## src/core/sram_port_consts.vh

```
// Timing and encoding constants for the dual-port SRAM port controller.
// Assumes a 40 MHz system clock (25 ns period).
`ifndef SRAM_PORT_CONSTS_VH
`define SRAM_PORT_CONSTS_VH

// Clock period in ps
`define CLK_PERIOD_PS      25000
// Minimum intervals in ps, fastest grade
`define T_WC_PS            10000
`define T_EW_PS            8000
`define T_WP_PS            8000
`define T_DW_PS            6000
`define T_WZ_PS            4000
`define T_SWRD_PS          5000
`define T_AA_PS            10000
// Round-up to whole cycles, zero for a zero interval
`define CYC_UP(t)          (((t) + `CLK_PERIOD_PS - 1) / `CLK_PERIOD_PS)
// Phase counter width
`define CNT_W              4
// Operation codes
`define OP_RAM_WR          2'h0
`define OP_RAM_RD          2'h1
`define OP_SEM_WR          2'h2
`define OP_SEM_RD          2'h3
// Idle and active pin levels for active-low strobes
`define PIN_IDLE           1'b1
`define PIN_ACT            1'b0

`endif

```

## src/core/phase_timer.v

```verilog
// Down-counter that measures one phase of an SRAM cycle.
// Assumes load and load_val come from the sequencer in the same clock domain.
`timescale 1ns/1ps
module phase_timer
#(
  parameter W = 4
)
(
  input  wire         clk_sys,
  input  wire         rst_n,
  input  wire         load,
  input  wire [W-1:0] load_val,
  output reg          done
);

  reg [W-1:0] cnt_r;
  reg [W-1:0] cnt_nxt;

  always @*
  begin
    cnt_nxt = cnt_r;
    if (load)
      cnt_nxt = load_val;
    else if (cnt_r != {W{1'b0}})
      cnt_nxt = cnt_r - {{(W-1){1'b0}}, 1'b1};
  end

  always @(posedge clk_sys)
  begin
    if (!rst_n)
    begin
      cnt_r <= {W{1'b0}};
      done  <= 1'b1;
    end
    else
    begin
      cnt_r <= cnt_nxt;
      done  <= (cnt_nxt == {W{1'b0}});
    end
  end

endmodule

```

## src/core/sram_port_ctrl.v

```verilog
// Host-side controller for one port of an asynchronous dual-port SRAM.
// Assumes pin inputs are synchronous to clk_sys; the port's board wiring resolves the data bus.
`timescale 1ns/1ps
`include "sram_port_consts.vh"
module sram_port_ctrl
#(
  parameter AW = 17,
  parameter DW = 36,
  parameter BW = 4
)
(
  input  wire          clk_sys,
  input  wire          rst_n,
  input  wire          req_valid,
  input  wire [1:0]    req_op,
  input  wire [AW-1:0] req_addr,
  input  wire [DW-1:0] req_wdata,
  input  wire [BW-1:0] req_lanes,
  output reg           req_ready,
  output reg           rsp_valid,
  output reg  [DW-1:0] rsp_rdata,
  output reg  [AW-1:0] mem_addr,
  output reg           chip_select_n,
  output reg           flag_select_n,
  output reg           write_strobe_n,
  output reg           output_enable_n,
  output reg  [BW-1:0] byte_lane_enable_n,
  output reg  [DW-1:0] data_out,
  output reg           data_oe,
  input  wire [DW-1:0] data_in,
  input  wire          busy_n
);

  // ==========================================================
  // Cycle counts
  // Write pulse covers strobe width, turn-off plus set-up, cycle and enable time
  localparam integer T_PULSE_A  = (`T_WP_PS > (`T_WZ_PS + `T_DW_PS)) ? `T_WP_PS : (`T_WZ_PS + `T_DW_PS);
  localparam integer T_PULSE_B  = (`T_WC_PS > `T_EW_PS) ? `T_WC_PS : `T_EW_PS;
  localparam integer T_PULSE_PS = (T_PULSE_A > T_PULSE_B) ? T_PULSE_A : T_PULSE_B;
  localparam integer N_WP_I     = `CYC_UP(T_PULSE_PS);
  localparam integer N_SW_I     = `CYC_UP(`T_SWRD_PS);
  localparam integer N_AA_I     = `CYC_UP(`T_AA_PS);
  localparam [`CNT_W-1:0] N_WP  = N_WP_I[`CNT_W-1:0];
  localparam [`CNT_W-1:0] N_SW  = N_SW_I[`CNT_W-1:0];
  localparam [`CNT_W-1:0] N_AA  = N_AA_I[`CNT_W-1:0];
  localparam [`CNT_W-1:0] N_ONE = {{(`CNT_W-1){1'b0}}, 1'b1};

  // ==========================================================
  // States
  localparam [2:0] S_IDLE  = 3'h0;
  localparam [2:0] S_SETUP = 3'h1;
  localparam [2:0] S_WRITE = 3'h2;
  localparam [2:0] S_RECOV = 3'h3;
  localparam [2:0] S_READ  = 3'h4;
  localparam [2:0] S_DONE  = 3'h5;

  reg  [2:0]        state_r;
  reg  [2:0]        state_nxt;
  reg  [1:0]        op_r;
  reg               sem_wr_r;
  reg               load;
  reg  [`CNT_W-1:0] load_val;
  wire              tmr_done;

  phase_timer #(.W(`CNT_W)) u_timer
  (
    .clk_sys  (clk_sys),
    .rst_n    (rst_n),
    .load     (load),
    .load_val (load_val),
    .done     (tmr_done)
  );

  wire is_wr  = (op_r == `OP_RAM_WR) || (op_r == `OP_SEM_WR);
  wire is_sem = (op_r == `OP_SEM_WR) || (op_r == `OP_SEM_RD);
  wire req_sem_rd = (req_op == `OP_SEM_RD);

  // ==========================================================
  // Sequencer
  always @*
  begin
    state_nxt = state_r;
    load      = 1'b0;
    load_val  = N_ONE;
    case (state_r)
      S_IDLE:
        // Flag read held off after a flag write
        if (req_valid && req_ready && !(req_sem_rd && sem_wr_r && !tmr_done))
        begin
          state_nxt = S_SETUP;
        end
      S_SETUP:
      begin
        // Address settled with strobes high, then strobes applied
        load = 1'b1;
        if (is_wr)
        begin
          load_val  = N_WP;
          state_nxt = S_WRITE;
        end
        else
        begin
          load_val  = N_AA;
          state_nxt = S_READ;
        end
      end
      S_WRITE:
        // Pulse covers turn-off plus data set-up and cycle time
        if (tmr_done)
        begin
          load      = 1'b1;
          load_val  = is_sem ? N_SW : N_ONE;
          state_nxt = S_RECOV;
        end
      S_RECOV:
        state_nxt = S_DONE;
      S_READ:
        // Wait out access time, and busy when asserted
        if (tmr_done && busy_n)
          state_nxt = S_DONE;
      S_DONE:
        state_nxt = S_IDLE;
      default:
        state_nxt = S_IDLE;
    endcase
  end

  // ==========================================================
  // Pin and response registers
  always @(posedge clk_sys)
  begin
    if (!rst_n)
    begin
      state_r            <= S_IDLE;
      op_r               <= `OP_RAM_RD;
      sem_wr_r           <= 1'b0;
      req_ready          <= 1'b0;
      rsp_valid          <= 1'b0;
      rsp_rdata          <= {DW{1'b0}};
      mem_addr           <= {AW{1'b0}};
      chip_select_n      <= `PIN_IDLE;
      flag_select_n      <= `PIN_IDLE;
      write_strobe_n     <= `PIN_IDLE;
      output_enable_n    <= `PIN_IDLE;
      byte_lane_enable_n <= {BW{1'b1}};
      data_out           <= {DW{1'b0}};
      data_oe            <= 1'b0;
    end
    else
    begin
      state_r   <= state_nxt;
      rsp_valid <= 1'b0;
      req_ready <= (state_nxt == S_IDLE);
      case (state_r)
        S_IDLE:
          if (state_nxt == S_SETUP)
          begin
            // Address moves only with all strobes high
            op_r               <= req_op;
            mem_addr           <= req_addr;
            data_out           <= req_wdata;
            byte_lane_enable_n <= ~req_lanes;
            req_ready          <= 1'b0;
          end
        S_SETUP:
        begin
          // Select and write strobe fall together on writes so RAM outputs stay off; reads drop output enable
          chip_select_n  <= is_sem;
          flag_select_n  <= ~is_sem;
          write_strobe_n <= ~is_wr;
          output_enable_n <= is_wr;
          // Data driven only once RAM outputs are off
          data_oe        <= is_wr;
        end
        S_WRITE:
          if (tmr_done)
          begin
            // Strobe and select rise together; data held one more cycle
            chip_select_n  <= `PIN_IDLE;
            flag_select_n  <= `PIN_IDLE;
            write_strobe_n <= `PIN_IDLE;
            sem_wr_r       <= is_sem;
          end
        S_RECOV:
        begin
          data_oe            <= 1'b0;
          byte_lane_enable_n <= {BW{1'b1}};
        end
        S_READ:
          if (state_nxt == S_DONE)
          begin
            // Flag value appears on every data line
            rsp_rdata          <= data_in;
            rsp_valid          <= 1'b1;
            chip_select_n      <= `PIN_IDLE;
            flag_select_n      <= `PIN_IDLE;
            output_enable_n    <= `PIN_IDLE;
            byte_lane_enable_n <= {BW{1'b1}};
            sem_wr_r           <= 1'b0;
          end
        S_DONE:
          rsp_valid <= is_wr;
        default:
          rsp_valid <= 1'b0;
      endcase
    end
  end

endmodule

```

## config.mk

```make
export PLATFORM = sky130hd
export DESIGN_NAME = sram_port_ctrl
export DESIGN_NICKNAME = d
export VERILOG_FILES = /design/src/core/phase_timer.v /design/src/core/sram_port_ctrl.v
export VERILOG_INCLUDE_DIRS = /design/src /design/src/core
export SDC_FILE = /design/constraint.sdc
export NUM_CORES = 1
export LEC_CHECK = 0
export BUFFER_PORTS_ARGS = -buffer_cell sky130_fd_sc_hd__buf_2
export CORE_UTILIZATION = 46
export DETAILED_ROUTE_END_ITERATION = 10
export PLACE_DENSITY = 0.76
export REMOVE_ABC_BUFFERS = 1
export SETUP_SLACK_MARGIN = 0.1
export SLEW_MARGIN = 20
export SYNTH_ARGS = -nofsm -noshare
export SYNTH_HDL_FRONTEND = slang
export SYNTH_HIERARCHICAL = 1
export SYNTH_SLANG_ARGS = --single-unit
```

## constraint.sdc

```tcl
create_clock -name clk_sys -period 1.9 [get_ports clk_sys]
set_clock_uncertainty 0.05 [all_clocks]
set_input_delay 0.38 -clock clk_sys [delete_from_list [all_inputs] [get_ports clk_sys]]
set_output_delay 0.38 -clock clk_sys [all_outputs]
set_load 0.05 [all_outputs]
```

# After elaboration in Yosys (flattened, before gate mapping)

Cells that the tools add are included.
Widths: inputs -> output; s select.

Add/subtract/negate cells: 1
Equal/unequal tests: 13
Multiplexer cells: 26
Bitwise logic cells: 3
Reductions and logical operators: 27

Operators with widths:

| cell                | count |
|---|---|
| $mux 4              | 4 |
| $pmux 3 s5          | 1 |
| $mux 3              | 4 |
| $pmux 1 s2          | 6 |
| $pmux 4 s3          | 1 |
| $eq 3x3->1 const B  | 3 |
| $reduce_and 3->1    | 3 |
| $mux 1              | 8 |
| $reduce_and 2->1    | 4 |
| $reduce_bool 2->1   | 4 |
| $eq 2x2->1 const B  | 3 |
| $eq 3x1->1 const B  | 2 |
| $eq 3x2->1 const B  | 2 |
| $logic_not 3->1     | 2 |
| $pmux 1 s3          | 2 |
| $reduce_bool 3->1   | 2 |
| $logic_and 1x1->1   | 5 |
| $logic_not 4->1     | 1 |
| $ne 2x2->1 const B  | 2 |
| $not 4->4           | 1 |
| $reduce_bool 4->1   | 1 |
| $sub 4x1->4 const B | 1 |
| $logic_not 1->1     | 2 |
| $logic_not 2->1     | 1 |
| other kinds (3)     | 5 |

Register bits: 111
Input port bits: 99
Output and inout bits: 100
Logic and storage cells: 86

# Depth between registers and ports, before layout

Depth after elaboration: 10
Mapped depth: 8
Mapped depth without buffers: 6

# Hierarchy

Netlist, hierarchy kept.

Modules (own cells, without submodules):

| module         | times used | cells each | area each (um2) | seq. area each (um2) |
|---|---|---|---|---|
| sram_port_ctrl | 1          | 476        | 3847.4          | 2122.0 |
| phase_timer    | 1          | 32         | 279.0           | 100.1 |

# Least setup slack after synthesis

OpenSTA, ideal clock, no wires.

Kind: register -> register
From: register req_ready
To: register byte_lane_enable_n[0]
Setup time: 0.122 ns
Arrival time: 1.487 ns
Data required time: 1.728 ns
Path slack: 0.241 ns
Stages on the path, launching flop included: 5
Buffers on the path: 0
Period minus slack after synthesis: 1.659 ns
Path through: dfxtp_1 > nor2b_1 > and4_1 > o31a_1 > o32a_1

Cells in the longest elaborated chain, start to end: 7
Elaborated cells between the ends (all ways): 9
Classes of those cells: eq/ne (4); mux (2); reduce/logical (3)

RTL lines:

| what                                     | line                                       | RTL |
|---|---|---|
| start, declared                          | sram_port_ctrl.v:19                        | `output reg req_ready,` |
| start signal, assigned                   | sram_port_ctrl.v:153                       | `req_ready <= (state_nxt == S_IDLE);` |
| $logic_and 1x1->1 (*) (2 in series)      | sram_port_ctrl.v:88                        | `if (req_valid && req_ready && !(req_sem_rd && sem_wr_r && !tmr_done))` |
| $mux 3 (*)                               | sram_port_ctrl.v:88                        |  |
| $pmux 3 s5 (*)                           | sram_port_ctrl.v:85                        | `case (state_r)` |
| $eq 3x1->1 or $eq 3x3->1 (tied branches) | sram_port_ctrl.v:156, sram_port_ctrl.v:190 |  |
| $ne 2x2->1 (no line)                     | --                                         |  |
| $reduce_and 3->1 (no line) (*)           | --                                         |  |
| end signal, assigned                     | sram_port_ctrl.v:145                       | `byte_lane_enable_n <= {BW{1'b1}};` |
| end signal, assigned                     | sram_port_ctrl.v:162                       | `byte_lane_enable_n <= ~req_lanes;` |
| end signal, assigned                     | sram_port_ctrl.v:187                       | `byte_lane_enable_n <= {BW{1'b1}};` |
| end, declared                            | sram_port_ctrl.v:27                        | `output reg [BW-1:0] byte_lane_enable_n,` |

Mark *: on every way between the ends. The rest lies on a longest branch, timed or not.
A chain may end at the register's enable or synchronous reset.

# Final worst setup path

From: register u_timer.done
To: register byte_lane_enable_n[2]

Cells in the longest elaborated chain, start to end: 9
Elaborated cells between the ends (all ways): 14
Classes of those cells: eq/ne (4); mux (4); reduce/logical (6)

RTL lines:

| what                                     | line                                       | RTL |
|---|---|---|
| start, declared                          | phase_timer.v:13                           | `output reg done` |
| start signal, assigned                   | phase_timer.v:38                           | `done <= (cnt_nxt == {W{1'b0}});` |
| $logic_not 1->1                          | sram_port_ctrl.v:88                        |  |
| $logic_and 1x1->1                        | sram_port_ctrl.v:88                        |  |
| $logic_not 1->1                          | sram_port_ctrl.v:88                        |  |
| $logic_and 1x1->1                        | sram_port_ctrl.v:88                        |  |
| $mux 3                                   | sram_port_ctrl.v:88                        |  |
| $pmux 3 s5 (*)                           | sram_port_ctrl.v:85                        |  |
| $eq 3x1->1 or $eq 3x3->1 (tied branches) | sram_port_ctrl.v:156, sram_port_ctrl.v:190 |  |
| $ne 2x2->1 (no line)                     | --                                         |  |
| $reduce_and 3->1 (no line) (*)           | --                                         |  |

Marked as above.

==> flow_summary.ini <==
[critical_path]
start_kind = register
crit_type = register to register
rr_worst_depth = 4
arrival_ps = 1870
r2r_start = u_timer/done$_SDFF_PN1_
end_kind = register
reg2reg_slack_ps = 230
r2r_end = byte_lane_enable_n[2]$_SDFFE_PN1P_
critPathMaxFanout = 5
worstPathRequired_ps = 2100

[yosys]
yosysWarnings = 6
async_flop_share_pct = 0
synth_cell_types = 45
synth_top_cell_by_area = dfxtp_1
synth_top_area_share_pct = 53.9
synth_seq_area_share_pct = 53.9
synth_seq_cells = 111
synth_area_per_cell_sq_um = 8.12
netlist_area_sq_mm = 0.00413
synth_edf_count = 0
synth-main-ff-cell = dfxtp_1
netlist_instances = 508
synthTopCellsByArea = dfxtp_1, nand2_1, a21oi_1, clkbuf_1, buf_4

[clock_network]
clock_latency_ps = 350
cts_buffers = 9
clockRootBuffer = clkbuf_8
htreeDepth = 3
clock_path_buffers = 2
hold_buffers = 0
post_cts_buffers = 0
cts_tree = done
cts_sinks = 111
cts_resized = 0
clkTransAtPathRegs_ps = 110

[finish]
area_delta_synth_final_pct = 32.1
multi_input_area_sq_mm = 0.00173
drive_above_1_share_pct = 33.5
antennaDiodeCount = 0
n_fill_cell = 813
num-nets-final = 798
ff_latch_area_sq_mm = 0.00222
fin_util_pct = 62.5

[flow_run]
cap_violations = 0

[routing]
via_per_inst = 5.01
drc = 0
vias = 4060
routed_wl_um = 10400
ant_nets = 0
dr.pass1.iters = 5
routedWlPerCell_um = 12.9
drt_iter0_markers = 108

[timing]
setup_viol = 0
finalCriticalPeriod_ps = 1670
fin_crit_sh_pct = 88.1
finalMaxSlewViolations = 0
finalHoldWorstSlack_ps = 191
finalHoldViolCount = 0
rsz0062_at_grt = false
fmax_mhz = 597
finalSetupTns_ps = 0

[worst_hold_path]
hp-class = input port to register
holdPathStages = 3
min-delay-start = req_wdata[5]
min_to = data_out[5]$_SDFFE_PN0P_

[global_route]
grt_pass1_wl_um = 17300
track_usage_pct = 22.2
antenna_found_initial = 0
grt_pass1_vias = 3770
grt_max_degree = 62
overflow = 0

[floorplanning]
die_w_um = 96.7
num_rows = 34
start_util_pct = 47.3
die_y_um = 96.7
dieArea_sq_mm = 0.00935
ios = 199
fp.coreArea_sq_mm = 0.00872

[pwr]
power_density_mw_per_mm2 = 1020
p_leak_nw = 2.43
peakVddDrop_mv = 0.504

[placement]
io_buffers = 198
place_hpwl_um = 7570
gp_congestion = 0.803

[outcome]
status = complete, no violations
report_power, final:
group          leakage (nW)  internal (W)  switching (W)
Combinational          1.42      0.000469       0.000929
Sequential            0.903       0.00251       0.000123
Clock                 0.103      0.000747       0.000781
Total                  2.43       0.00372        0.00183
cells in the final DEF, fill, tap and decap left out, types with 5 or more instances in the layout:
master | netlist | layout
buf_2 | 4 | 198
dfxtp_1 | 111 | 109
nor2_1 | 10 | 10
buf_4 | 6 | 5
nand3_1 | 5 | 5
nor2b_1 | 5 | 5
a21oi_1 | 100 | 100
buf_12 | 0 | 5
o21ai_0 | 6 | 6
nand2_1 | 185 | 185
clkbuf_8 | 0 | 9
conb_1 | 2 | 6
registers in the layout, indices dropped and copies added (netlist names):
signal	cells
u_timer/done	1
output_enable_n	1
byte_lane_enable_n	4
op_r	2
chip_select_n	1
u_timer/cnt_r	4
state_r	3
mem_addr	17
rsp_rdata	36
rsp_valid	1
req_ready	1
data_oe	1
data_out	36
write_strobe_n	1
sem_wr_r	1
flag_select_n	1
worst max-delay path, stage by stage (launching register included):
cell	delay, ps
dfxtp_1	380
nand4b_1	210
and4_2	290
o31a_1	350
o32a_1	300
Yosys cell counts (2+ instances only):
cell / number
dfxtp_1: 111
xnor2_1: 3
nor2b_1: 5
mux2i_1: 2
or3_1: 2
inv_1: 4
nand3_1: 5
buf_6: 4
o32a_1: 4
clkbuf_1: 18
nor3_1: 4
o21ai_0: 6
o211ai_1: 2
nand2_1: 185
conb_1: 2
and2b_1: 2
nand2b_1: 2
and2_1: 3
a21oi_1: 100
buf_2: 4
nand4_1: 2
buf_4: 6
nor2_1: 10
layout make-up:
class | instances | area share [%]
multi-input combinational | 363 | 31.7
timing repair buffer | 208 | 20.7
clock inverter | 6 | 1.74
clock buffer | 9 | 2.27
sequential | 111 | 40.8
inverter | 5 | 0.344
tap | 108 | 2.48
logic make-up (layout without fill, tap and decap cells):
family,Yosys count,count (layout),share of synthesized area [%]
other,2,6,0.182
multiplexers,3,3,0.758
flip-flops,111,111,53.9
adder cells (fa/ha/maj),1,1,0.303
buffers and inverters,38,228,4.85
AO/OA/AOI/OAI,117,117,15.4
AND/OR/NAND/NOR,232,232,23.8
XOR/XNOR,4,4,0.849
layer usage:
layer	GRT usage, %	vias up	wire (um)
met4	8.73	0	239
met1	25.8	1855	4410
met5	0	-	0
met2	39.8	141	5290
li1	-	2043	-
met3	4.34	21	492
metrics by stage:
step,instances,total power [W],instance area (sq um),setup WS (ps)
finish,810,0.00555,5450,225
global route,810,0.00585,5450,147
CTS,810,0.00560,5440,174
detailed placement,795,0.00408,5230,190
global placement,795,0.00403,5230,240
floorplan,479,0.00365,3960,-692
worst max path at each step:
| stage | slack, ps | to | from |
|---|---|---|---|
| floorplan | -690 | data_out[0]$_SDFFE_PN0P_ | req_ready$_SDFF_PN0_ |
| global placement | 240 | byte_lane_enable_n[3]$_SDFFE_PN1P_ | req_op[1] |
| finish | 230 | byte_lane_enable_n[2]$_SDFFE_PN1P_ | u_timer/done$_SDFF_PN1_ |
| detailed placement | 190 | byte_lane_enable_n[3]$_SDFFE_PN1P_ | state_r[1]$_SDFF_PN0_ |
| global route | 150 | byte_lane_enable_n[1]$_SDFFE_PN1P_ | state_r[2]$_SDFF_PN0_ |
| CTS | 170 | byte_lane_enable_n[2]$_SDFFE_PN1P_ | state_r[1]$_SDFF_PN0_ |
Note: power is estimated with default switching activity, not from simulation.
